<file path="src/logic/udma_burst_params.svh">
// Register map, field positions, reset values and timing of the burst port
`ifndef UDMA_BURST_PARAMS_SVH
`define UDMA_BURST_PARAMS_SVH

`define UDMA_REG_CTRL 8'h00
`define UDMA_REG_MODE 8'h04
`define UDMA_REG_STATUS 8'h08
`define UDMA_REG_DATA 8'h0c
`define UDMA_REG_COUNT 8'h10
`define UDMA_REG_CRC 8'h14

`define UDMA_CTRL_START 0
`define UDMA_CTRL_DIR 1
`define UDMA_CTRL_SRST 2

`define UDMA_MODE_LSB 0
`define UDMA_MODE_MSB 2
`define UDMA_MODE_EN 3
`define UDMA_MODE_KEEP 4
`define UDMA_MODE_MEMCARD 5
`define UDMA_MODE_IDE 6
`define UDMA_MODE_ABORT 7

`define UDMA_ST_BSY 0
`define UDMA_ST_DRQ 1
`define UDMA_ST_CRCERR 2
`define UDMA_ST_BURST 3
`define UDMA_ST_ACTIVE 4
`define UDMA_ST_RXFULL 5
`define UDMA_ST_TXEMPTY 6
`define UDMA_ST_ABORTED 7
`define UDMA_ST_REJECT 8
`define UDMA_ST_CEVIOL 9

`define UDMA_MODE_RST 3'h0
`define UDMA_MAX_MODE 4
`define UDMA_CRC_SEED 16'hffff
`define UDMA_CRC_POLY 16'h1021

`define UDMA_CLK_MHZ 25
`define UDMA_T_DVS_NS 70
`define UDMA_DVS_CYC ((`UDMA_T_DVS_NS * `UDMA_CLK_MHZ + 999) / 1000)

`endif

</file>
<file path="src/logic/udma_burst_pkg.sv">
// Types shared by the burst port modules
package udma_burst_pkg;

	typedef enum logic [1:0] {
		ST_IDLE = 2'b00,
		ST_REQ = 2'b01,
		ST_BURST = 2'b11,
		ST_TERM = 2'b10
	} burst_state_e;

	typedef struct packed {
		logic [10:0] addr;
		logic [1:0] ce_n;
		logic dmack_n;
		logic stop;
		logic host_line;
		logic [15:0] data;
	} link_in_s;

	typedef struct packed {
		burst_state_e st;
		logic dmarq;
		logic dev_line;
		logic [15:0] data_out;
		logic data_oe;
		logic ready;
		logic [31:0] rdata;
		logic [10:0] tf_addr;
		logic [2:0] mode;
		logic udma_en;
		logic keep;
		logic memcard;
		logic ide;
		logic abort_en;
		logic cmd_active;
		logic dir;
		logic [15:0] count;
		logic crc_err;
		logic aborted;
		logic reject;
		logic ceviol;
		logic [15:0] tx_word;
		logic tx_full;
		logic [15:0] rx_word;
		logic rx_full;
		logic pend;
		logic [3:0] cnt;
		logic [15:0] crc;
		logic [15:0] host_crc;
		logic line_d;
	} core_s;

endpackage

</file>
<file path="src/logic/udma_sync.sv">
// Two-flop synchroniser, one pair per bit
module udma_sync #(
	parameter int WIDTH = 1,
	parameter logic [WIDTH-1:0] RST_VAL = '0
) (
	input wire logic clk_sys,
	input wire logic rstn,
	input wire logic [WIDTH-1:0] d,
	output logic [WIDTH-1:0] q
);

	if (WIDTH < 1) begin : g_bad_width
		$error("udma_sync WIDTH must be at least one");
	end

	// Each bit keeps its own flop so no two processes write one variable
	for (genvar i = 0; i < WIDTH; i++) begin : g_bit
		logic meta;
		logic flop;
		always_ff @(posedge clk_sys or negedge rstn) begin
			if (!rstn) begin
				meta <= RST_VAL[i];
				flop <= RST_VAL[i];
			end else begin
				meta <= d[i];
				flop <= meta;
			end
		end
		assign q[i] = flop;
	end

endmodule // udma_sync

</file>
<file path="src/logic/udma_crc.sv">
// One-word step of the burst CRC, bit-serial form unrolled
`include "udma_burst_params.svh"

module udma_crc (
	input wire logic [15:0] crc_in,
	input wire logic [15:0] data,
	output logic [15:0] crc_out
);

	logic [15:0] stage [0:16];

	assign stage[0] = crc_in;

	// Most significant data bit enters first
	for (genvar i = 0; i < 16; i++) begin : g_bit
		logic fb;
		assign fb = stage[i][15] ^ data[15-i];
		assign stage[i+1] = {stage[i][14:0], 1'b0} ^ (fb ? `UDMA_CRC_POLY : 16'h0000);
	end

	assign crc_out = stage[16];

endmodule // udma_crc

</file>
<file path="src/logic/udma_burst_port.sv">
// Device-side Ultra DMA burst port with register port and pin control
//
// Contract
// - With ultra mode on, DMA reads and writes use bursts; other protocol unchanged.
// - Pins change meaning only with mode, command, request and acknowledge all present.
// - Pins return to normal meanings when the host drops acknowledge.
// - Read burst: host line is ready, device line strobe; write burst reversed.
// - Both strobe edges latch one word each.
// - In IDE mode only the three low address lines are used.
// - Whoever drives data also drives the strobe; device owns it for data-in.
// - Sender places the word first and strobes only after setup time.
// - Any mode up to the fastest supported is accepted.
// - Soft reset keeps the mode unless reverting to defaults is enabled.
// - Power-on or hardware reset clears the ultra mode.
// - Both ends compute a burst CRC; mismatch sets an error flag.
// - Only the first CRC error of a command is reported.
// - On CRC error the device finishes or aborts, reporting the error either way.
// - Every burst transfer is a 16-bit word.
// - Memory-card mode: ready low from command receipt until completion, once.
// - At least one of busy and data-request stays set during a command.
// - Stop ends a burst by host; dropped request ends it by device.
`include "udma_burst_params.svh"

module udma_burst_port #(
	parameter int MAX_MODE = `UDMA_MAX_MODE
) (
	input wire logic clk_sys,
	input wire logic rstn,
	input wire logic [7:0] reg_addr,
	input wire logic [31:0] reg_wdata,
	input wire logic reg_wr,
	input wire logic reg_rd,
	output logic [31:0] reg_rdata,
	output logic dmarq,
	input wire logic dmack_n,
	input wire logic stop,
	input wire logic host_line,
	output logic dev_line,
	input wire logic [15:0] data_i,
	output logic [15:0] data_o,
	output logic data_oe,
	input wire logic [10:0] addr_i,
	input wire logic [1:0] ce_n,
	output logic ready,
	output logic [10:0] tf_addr
);

	////////////////////////////////////////////////////////////////////////////////
	// Elaboration checks and constants

	if (MAX_MODE < 0 || MAX_MODE > 6) begin : g_bad_mode
		$error("MAX_MODE must lie in 0 to 6");
	end
	if (`UDMA_DVS_CYC < 1 || `UDMA_DVS_CYC > 15) begin : g_bad_dvs
		$error("Setup count does not fit its counter");
	end

	localparam logic [2:0] MAX_MODE3 = MAX_MODE[2:0];
	localparam logic [3:0] DVS_CYC = 4'(`UDMA_DVS_CYC);
	localparam udma_burst_pkg::link_in_s LINK_IDLE = '{
		addr: 11'h000,
		ce_n: 2'b11,
		dmack_n: 1'b1,
		stop: 1'b0,
		host_line: 1'b1,
		data: 16'h0000
	};

	////////////////////////////////////////////////////////////////////////////////
	// Pin synchronisers

	udma_burst_pkg::link_in_s link_raw;
	udma_burst_pkg::link_in_s lk;

	assign link_raw.addr = addr_i;
	assign link_raw.ce_n = ce_n;
	assign link_raw.dmack_n = dmack_n;
	assign link_raw.stop = stop;
	assign link_raw.host_line = host_line;
	assign link_raw.data = data_i;

	// Data shares the strobe latency, so it is settled when the edge shows up
	udma_sync #(
		.WIDTH($bits(udma_burst_pkg::link_in_s)),
		.RST_VAL(LINK_IDLE)
	) u_sync (
		.clk_sys(clk_sys),
		.rstn(rstn),
		.d(link_raw),
		.q(lk)
	);

	////////////////////////////////////////////////////////////////////////////////
	// Burst CRC

	udma_burst_pkg::core_s c;
	udma_burst_pkg::core_s n;
	logic [15:0] crc_word;
	logic [15:0] crc_next;

	// Sender side hashes the word it drove, recipient side the word it caught
	assign crc_word = c.dir ? c.data_out : lk.data;

	udma_crc u_crc (
		.crc_in(c.crc),
		.data(crc_word),
		.crc_out(crc_next)
	);

	////////////////////////////////////////////////////////////////////////////////
	// Status word

	logic [31:0] status;
	logic drq;

	assign drq = c.cmd_active & (c.count != 16'h0000);

	always_comb begin
		status = 32'h0000_0000;
		status[`UDMA_ST_DRQ] = drq;
		status[`UDMA_ST_BSY] = c.cmd_active & ~drq;
		status[`UDMA_ST_CRCERR] = c.crc_err;
		status[`UDMA_ST_BURST] = (c.st == udma_burst_pkg::ST_BURST);
		status[`UDMA_ST_ACTIVE] = c.cmd_active;
		status[`UDMA_ST_RXFULL] = c.rx_full;
		status[`UDMA_ST_TXEMPTY] = ~c.tx_full;
		status[`UDMA_ST_ABORTED] = c.aborted;
		status[`UDMA_ST_REJECT] = c.reject;
		status[`UDMA_ST_CEVIOL] = c.ceviol;
	end

	////////////////////////////////////////////////////////////////////////////////
	// Next state

	logic hack;
	logic hdmardy;
	logic hedge;
	logic step;
	logic data_wr;

	always_comb begin
		n = c;
		hack = ~lk.dmack_n;
		hdmardy = ~lk.host_line;
		hedge = lk.host_line ^ c.line_d;
		step = 1'b0;
		data_wr = reg_wr && (reg_addr == `UDMA_REG_DATA);
		n.line_d = lk.host_line;
		n.rdata = 32'h0000_0000;

		// Register reads answer in the next cycle only
		if (reg_rd) begin
			case (reg_addr)
			`UDMA_REG_CTRL: n.rdata = {30'h0000_0000, c.dir, c.cmd_active};
			`UDMA_REG_MODE: n.rdata = {24'h00_0000, c.abort_en, c.ide, c.memcard,
				c.keep, c.udma_en, c.mode};
			`UDMA_REG_STATUS: n.rdata = status;
			`UDMA_REG_DATA: begin
				n.rdata = {16'h0000, c.rx_word};
				n.rx_full = 1'b0;
			end
			`UDMA_REG_COUNT: n.rdata = {16'h0000, c.count};
			`UDMA_REG_CRC: n.rdata = {c.host_crc, c.crc};
			default: n.rdata = 32'h0000_0000;
			endcase
		end

		if (reg_wr) begin
			case (reg_addr)
			`UDMA_REG_CTRL: begin
				if (reg_wdata[`UDMA_CTRL_SRST]) begin
					n.cmd_active = 1'b0;
					if (!c.keep) begin
						n.udma_en = 1'b0;
						n.mode = `UDMA_MODE_RST;
					end
				end else if (reg_wdata[`UDMA_CTRL_START] && !c.cmd_active) begin
					// Multiword transfers are not served here, so refuse without the mode
					if (c.udma_en && c.count != 16'h0000) begin
						n.cmd_active = 1'b1;
						n.dir = reg_wdata[`UDMA_CTRL_DIR];
						n.crc_err = 1'b0;
						n.aborted = 1'b0;
						n.ceviol = 1'b0;
						n.reject = 1'b0;
					end else begin
						n.reject = 1'b1;
					end
				end
			end
			`UDMA_REG_MODE: begin
				if (!c.cmd_active) begin
					if (reg_wdata[`UDMA_MODE_MSB:`UDMA_MODE_LSB] <= MAX_MODE3) begin
						n.mode = reg_wdata[`UDMA_MODE_MSB:`UDMA_MODE_LSB];
						n.udma_en = reg_wdata[`UDMA_MODE_EN];
					end else begin
						n.reject = 1'b1;
					end
					n.keep = reg_wdata[`UDMA_MODE_KEEP];
					n.memcard = reg_wdata[`UDMA_MODE_MEMCARD];
					n.ide = reg_wdata[`UDMA_MODE_IDE];
					n.abort_en = reg_wdata[`UDMA_MODE_ABORT];
				end
			end
			`UDMA_REG_DATA: begin
				n.tx_word = reg_wdata[15:0];
				n.tx_full = 1'b1;
			end
			`UDMA_REG_COUNT: begin
				if (!c.cmd_active) begin
					n.count = reg_wdata[15:0];
				end
			end
			default: begin
			end
			endcase
		end

		// Burst sequencing
		case (c.st)
		udma_burst_pkg::ST_IDLE: begin
			n.dmarq = 1'b0;
			n.dev_line = 1'b1;
			n.data_oe = 1'b0;
			if (c.cmd_active && c.udma_en && drq && (c.dir ? c.tx_full : !c.rx_full)) begin
				n.dmarq = 1'b1;
				n.st = udma_burst_pkg::ST_REQ;
			end
		end
		udma_burst_pkg::ST_REQ: begin
			if (!c.cmd_active) begin
				n.dmarq = 1'b0;
				n.st = udma_burst_pkg::ST_IDLE;
			end else if (hack) begin
				// Mode, command and request already hold; acknowledge completes the set
				n.st = udma_burst_pkg::ST_BURST;
				n.pend = 1'b0;
				n.dev_line = c.dir ? 1'b1 : c.rx_full;
				if (!c.crc_err) begin
					n.crc = `UDMA_CRC_SEED;
				end
			end
		end
		udma_burst_pkg::ST_BURST: begin
			if (lk.ce_n != 2'b11) begin
				n.ceviol = 1'b1;
			end
			if (!hack || lk.stop || !c.dmarq) begin
				n.dmarq = 1'b0;
				n.st = udma_burst_pkg::ST_TERM;
			end else if (c.dir) begin
				if (!c.pend && c.tx_full && hdmardy && c.count != 16'h0000) begin
					n.data_out = c.tx_word;
					n.data_oe = 1'b1;
					n.tx_full = data_wr;
					n.pend = 1'b1;
					n.cnt = DVS_CYC;
				end else if (c.pend) begin
					if (c.cnt != 4'h0) begin
						n.cnt = c.cnt - 4'h1;
					end else if (hdmardy) begin
						n.dev_line = ~c.dev_line;
						n.pend = 1'b0;
						step = 1'b1;
					end
				end
				if (c.count == 16'h0000 && !c.pend) begin
					n.dmarq = 1'b0;
				end
			end else begin
				// Holding word full pauses the host; an empty count pauses before ending
				n.dev_line = c.rx_full | (c.count == 16'h0000);
				if (hedge) begin
					n.rx_word = lk.data;
					n.rx_full = 1'b1;
					step = 1'b1;
				end
				if (c.count == 16'h0000 && c.dev_line) begin
					n.dmarq = 1'b0;
				end
			end
			if (!c.cmd_active) begin
				n.dmarq = 1'b0;
			end
		end
		udma_burst_pkg::ST_TERM: begin
			n.dmarq = 1'b0;
			n.pend = 1'b0;
			if (!c.dir) begin
				n.dev_line = 1'b1;
			end else if (lk.stop) begin
				// Strobe back to asserted with no data; bus freed for the host CRC
				n.dev_line = 1'b1;
				n.data_oe = 1'b0;
			end
			if (!hack) begin
				n.st = udma_burst_pkg::ST_IDLE;
				n.dev_line = 1'b1;
				n.data_oe = 1'b0;
				if (!c.crc_err) begin
					n.host_crc = lk.data;
					if (lk.data != c.crc) begin
						n.crc_err = 1'b1;
						if (c.abort_en) begin
							n.cmd_active = 1'b0;
							n.aborted = 1'b1;
						end
					end
				end
				if (c.count == 16'h0000) begin
					n.cmd_active = 1'b0;
				end
			end
		end
		default: begin
			n.st = udma_burst_pkg::ST_IDLE;
		end
		endcase

		// Frozen after the first error so the failing pair stays readable
		if (step) begin
			n.count = c.count - 16'h0001;
			if (!c.crc_err) begin
				n.crc = crc_next;
			end
		end

		// In memory-card mode ready falls once at command receipt and rises once at completion
		n.ready = ~(n.memcard & n.cmd_active);
		n.tf_addr = c.ide ? {8'h00, lk.addr[2:0]} : lk.addr;
	end

	////////////////////////////////////////////////////////////////////////////////
	// State registers

	always_ff @(posedge clk_sys or negedge rstn) begin
		if (!rstn) begin
			c <= '0;
			c.st <= udma_burst_pkg::ST_IDLE;
			c.dev_line <= 1'b1;
			c.ready <= 1'b1;
			c.mode <= `UDMA_MODE_RST;
			c.line_d <= 1'b1;
		end else begin
			c <= n;
		end
	end

	assign reg_rdata = c.rdata;
	assign dmarq = c.dmarq;
	assign dev_line = c.dev_line;
	assign data_o = c.data_out;
	assign data_oe = c.data_oe;
	assign ready = c.ready;
	assign tf_addr = c.tf_addr;

endmodule // udma_burst_port

</file>
<file path="config.mk">
export PLATFORM = sky130hd
export DESIGN_NAME = udma_burst_port
export DESIGN_NICKNAME = d
export VERILOG_FILES = /design/src/logic/udma_burst_pkg.sv /design/src/logic/udma_sync.sv /design/src/logic/udma_crc.sv /design/src/logic/udma_burst_port.sv
export VERILOG_INCLUDE_DIRS = /design/src /design/src/logic
export SDC_FILE = /design/constraint.sdc
export NUM_CORES = 1
export LEC_CHECK = 0
export ABC_AREA = 1
export BUFFER_PORTS_ARGS = -buffer_cell sky130_fd_sc_hd__buf_2
export CORE_MARGIN = 5
export CORE_UTILIZATION = 40
export CTS_BUF_LIST = sky130_fd_sc_hd__clkbuf_4
export CTS_CLUSTER_SIZE = 24
export DETAILED_ROUTE_END_ITERATION = 8
export GPL_TIMING_DRIVEN = 0
export PLACE_DENSITY = 0.69
export SLEW_MARGIN = 20
export SYNTH_ARGS = -nofsm -noshare
export SYNTH_HDL_FRONTEND = slang
export SYNTH_SLANG_ARGS = --single-unit
</file>
<file path="constraint.sdc">
create_clock -name clk_sys -period 2.1 [get_ports clk_sys]
set_clock_uncertainty 0.2 [all_clocks]
set_input_delay 0.105 -clock clk_sys [delete_from_list [all_inputs] [get_ports clk_sys]]
set_output_delay 0.105 -clock clk_sys [all_outputs]
set_load 0.02 [all_outputs]
</file>
# After elaboration in Yosys (flattened, before gate mapping)
# Cells that the tools add are included.
# W data, S select, Z words.
# word_totals
reg_bits	231
inputBits	76
# op_classes
bitwise_logic	47
n_mux	120
reduce_logical	44
magnitude_cmp	1
addsub	2
eq_ne	37
# op_table
cell	n
$xor A16 B16 Y16	16
$mux W13	16
$pmux W32 S6	1
$mux W16	10
$mux W17	5
$mux W1	51
$mux W42	1
$mux W18	2
$mux W32	1
$mux W2	14
$ne A2 B2 Y1 const B	14
$mux W4	6
$mux W23	1
$reduce_and A6 Y1	3
$xor A1 B1 Y1	17
$eq A8 B4 Y1 const B	2
$eq A8 B5 Y1 const B	2
$logic_not A16 Y1	1
$ne A16 B16 Y1	1
$pmux W4 S4	1
$reduce_bool A16 Y1	1
$sub A16 B1 Y16 const B	1
$mux W5	3
$ne A3 B3 Y1 const B	5
32 further kinds	76

# Logic depth before layout (Yosys ltp)
# logic_depth
word_depth	51
mapped_depth	16
ltp_nobuf	15

# Modules after synthesis
# Synthesis repeated with hierarchy kept, for this count alone.
# unflattened
hier_cells	1390
area_unflattened_um2	11318.4
# by_module_without_submodules
mod	area_each_um2	cells_per_inst	instances
udma_burst_port	8628.3	1140	1
udma_sync	1851.8	96	1
udma_crc	838.3	154	1

# Worst setup path after synthesis
# OpenSTA, ideal clock, no wires.
# synth_timing
path_type	register to register
startpoint	register c[33] in the netlist's numbering
endpoint	register c[84] in the netlist's numbering
path_slack_ps	107
arrival_time_ps	1663
n_path_buf	2
stages_incl_launch_ff	12
required_ps	1770
path_cell_list	dfrtp_1 inv_1 ha_1 nand3_1 inv_1 nand3_1 o21ai_4 inv_2 buf_6 buf_2 o211ai_1 o21ai_0
# synth_via
elab_chain_len	9
# synth_lines
item	line_no	source
start: declaration	udma_burst_port.sv:96	udma_burst_pkg::core_s c;
start signal: assignment	udma_burst_port.sv:345	c <= n;
$reduce_bool A4 Y1 *	udma_burst_port.sv:259	if (c.cnt != 4'h0) begin
$mux W1 *	udma_burst_port.sv:259	
$mux W1 *	udma_burst_port.sv:258	end else if (c.pend) begin
$mux W1 *	udma_burst_port.sv:252	if (!c.pend && c.tx_full && hdmardy && c.count != 16'h0000) begin
$mux W1 *	udma_burst_port.sv:251	end else if (c.dir) begin
$mux W1 *	udma_burst_port.sv:248	if (!hack || lk.stop || !c.dmarq) begin
$mux W1 *	udma_burst_port.sv:220	case (c.st)
$ne A2 B1 Y1 (no source line) or $reduce_bool A2 Y1 (tied branches)	--	
$reduce_and A3 Y1 (no source line)	--	
# Every way passes the cells marked *; elsewhere a longest branch is shown, timed or not.
# A chain may end at the register's enable or synchronous reset.

==> impl_metrics.tcl <==
set metrics [dict create \
    grt_pass1_vias 10100 \
    ys_warn_count 0 \
    critPathMaxFanout 6 \
    clockRootBuffer "clkbuf_4" \
    finalSetupViolCount 36 \
    yosysSeqAreaShare 0.533 \
    tightest_slew_ns 0.717 \
    initial_core_util 0.404 \
    synth_top_cell_by_area "dfrtp_1" \
    max-vdd-ir-drop_uv 542 \
    relSlewSlack 0.522 \
    hold_end "reg_rdata[1]" \
    grt_antenna_before_repair 1 \
    critPathLaunchType "register" \
    clock_latency_ns 0.70 \
    die_area_sq_um 30600 \
    drtPass1Iterations 6 \
    final_area_sq_um 14800 \
    wl_per_cell_um 18.1 \
    wirelength_mm 35.8 \
    dp_hpwl_mm 24.3 \
    slew_viol_final 0 \
    hold_viol 1 \
    synthCells 1252 \
    cts.sinks 231 \
    num-nets-final 1672 \
    synth_area_sq_um 10900 \
    synth_top_area_frac 0.507 \
    grt_pass1_wl_mm 55.1 \
    rsz0062_at_grt "yes" \
    initialDrtViolationCount 841 \
    failed_checks "hold timing, setup timing" \
    cp.arrival_ns 2.73 \
    place_ws_ns -0.625 \
    viasPerCell 5.13 \
    reg2reg_to "c[22]" \
    rows 60 \
    grt_max_degree 95 \
    fin_crit_sh 1.10 \
    overflow 0 \
    core_sq_um 26900 \
    num_vias 10200 \
    num-fill-cells 2423 \
    met1_length_mm 14.4 \
    holdPathStages 7 \
    ys_types 53 \
    regArea_sq_um 5800 \
    port_buffers 120 \
    synth_area_leaders "dfrtp_1 (51%), nand2_1 (9.7%), o21ai_0 (5.2%)" \
    hold_ws_ns -0.0416 \
    route.detailed.drc 0 \
    wl_met2_mm 17.3 \
    crit_required_ns 2.52 \
    drv_cap 0 \
    worst_slack_ns -0.216 \
    reg2reg_from "c[92]" \
    p_leak_nw 7.41 \
    h-tree-depth 2 \
    r2r_cells 11 \
    path_class "register to register" \
    path_clk_slew_ns 0.07 \
    place_area_sq_um 12000 \
    final_common_cell "nand2_1" \
    detail-route-antenna-nets 0 \
    ys_ff_latch 231 \
    period_minus_slack_ns 2.32 \
    clock_path_buffers 3 \
    grt_usage 0.228 \
    worstSetupEndpointType "register" \
    final_layout_size_suffix_gt1_frac 0.320 \
    ioPinCount 139 \
    reg2reg_slack_ns -0.22 \
    avgSynthCellArea_sq_um 8.68 \
    gp_congestion 0.951 \
    multi_input_area_sq_um 4320 \
    final_cell_mix "nand2_1 (248), dfrtp_1 (213), inv_1 (136)" \
    syn-num-nets 1330 \
    dr_wl_met3_mm 3.00 \
    cts_buffers 58 \
    outcome "finished, violations left" \
    area_growth_syn_to_layout_pct 36.4 \
    tritoncts "built" \
    p_per_area_nw_per_um2 623 \
    fmax_mhz 432 \
    dieHeight_um 175 \
    die_w_um 175 \
    hp-class "primary input to register" \
    holdCritStartpoint "reg_addr[3]" \
    top_layer "met4" \
]
Yosys cell counts (all sizes together):
cell	instances
a31oi	6
a31o	1
xor2	29
a41oi	1
mux2	4
o31ai	6
a2111oi	1
nor2	91
nor3b	1
nor3	15
nand3	84
a211oi	1
nand2	305
nand4	12
o21ai	129
dfstp	11
o221ai	5
a21o	1
nor4	3
xnor2	6
o2111ai	2
clkinv	3
nand2b	1
clkbuf	22
nand3b	3
a221oi	6
buf	74
o21bai	1
o211ai	6
ha	2
a22oi	1
a21oi	31
inv	158
o22ai	7
dfrtp	220
o311ai	3
critical path, stage by stage, from the launching register on:
cell and delay (ns):
dfrtp_2 0.49, buf_8 0.18, buf_6 0.12, o21ai_4 0.21, xor2_4 0.22, nand2_2 0.10
nand3b_1 0.17, nand2_4 0.11, buf_4 0.15, nand3_1 0.08, nand3_1 0.09, a21oi_2 0.14
worst max path at each step:
| stage | from | depth (start not counted) | slack [ns] | to |
|---|---|---|---|---|
| global placement | rstn | 1 | -3.29 | reg_rdata[0] |
| detailed placement | c[76] | 11 | -0.63 | data_o[6] |
| finish | c[92] | 11 | -0.22 | c[22] |
| floorplan | c[33] | 11 | 0.11 | c[84] |
| global route | c[92] | 13 | -0.32 | c[27] |
| CTS | c[92] | 13 | -0.17 | c[23] |
metal layers:
layer / track usage / vias to the layer above
met2: 0.381 / 449
li1: - / 4698
met1: 0.295 / 4923
met5: 0 / -
met3: 0.0495 / 89
met4: 0.0786 / 0
cell type report:
type                       instances  area share
multi-input combinational        764       0.292
clock buffer                      81      0.0410
clock inverter                    22     0.00667
tap                              341      0.0288
buffer                            95      0.0473
sequential                       231       0.392
inverter                         161      0.0415
timing repair buffer             283       0.151
antenna                            1    0.000169
kinds of logic after synthesis:
kind of cell    synth area share
compound gates             0.112
xor+xnor                  0.0306
fa+ha+maj                0.00230
buf+inv                    0.115
flops                      0.533
mux                      0.00414
simple gates               0.203
metrics by stage:
stage	utilization	TNS (ns)	power (W)	std cells
after global placement	0.443	-761.81	0.00530	1713
after CTS	0.531	-2.74	0.00918	1952
after global routing	0.551	-7.47	0.00964	1979
after floorplan	-	0	0.00503	1252
final	0.551	-3.85	0.00923	1979
after detailed placement	0.445	-23.62	0.00533	1715
registers in the layout (all words and copies together), names as in the netlist:
signal,cells
reg_rdata,32
ready,1
c,104
dmarq,1
data_oe,1
u_sync.g_bit.flop,32
dev_line,1
u_sync.g_bit.meta,32
tf_addr,11
data_o,16
power breakdown:
part / total (W) / switching (W) / leakage, nW / internal, W
logic: 0.000896 / 0.000510 / 4.02 / 0.000386
registers: 0.00464 / 0.0000776 / 2.96 / 0.00457
clock network: 0.00369 / 0.00190 / 0.424 / 0.00179
total: 0.00923 / 0.00248 / 7.41 / 0.00674
repair_timing:
item                                    4_1_cts  5_1_grt
pin swaps                                    11       38
hold buffers                                105        4
setup buffers                                27       25
endpoints found under the setup margin       81      110
gates cloned                                  3        1
gates resized for setup                      87      118
hold endpoints to repair                    334        7
(Power assumes the default switching activity.)
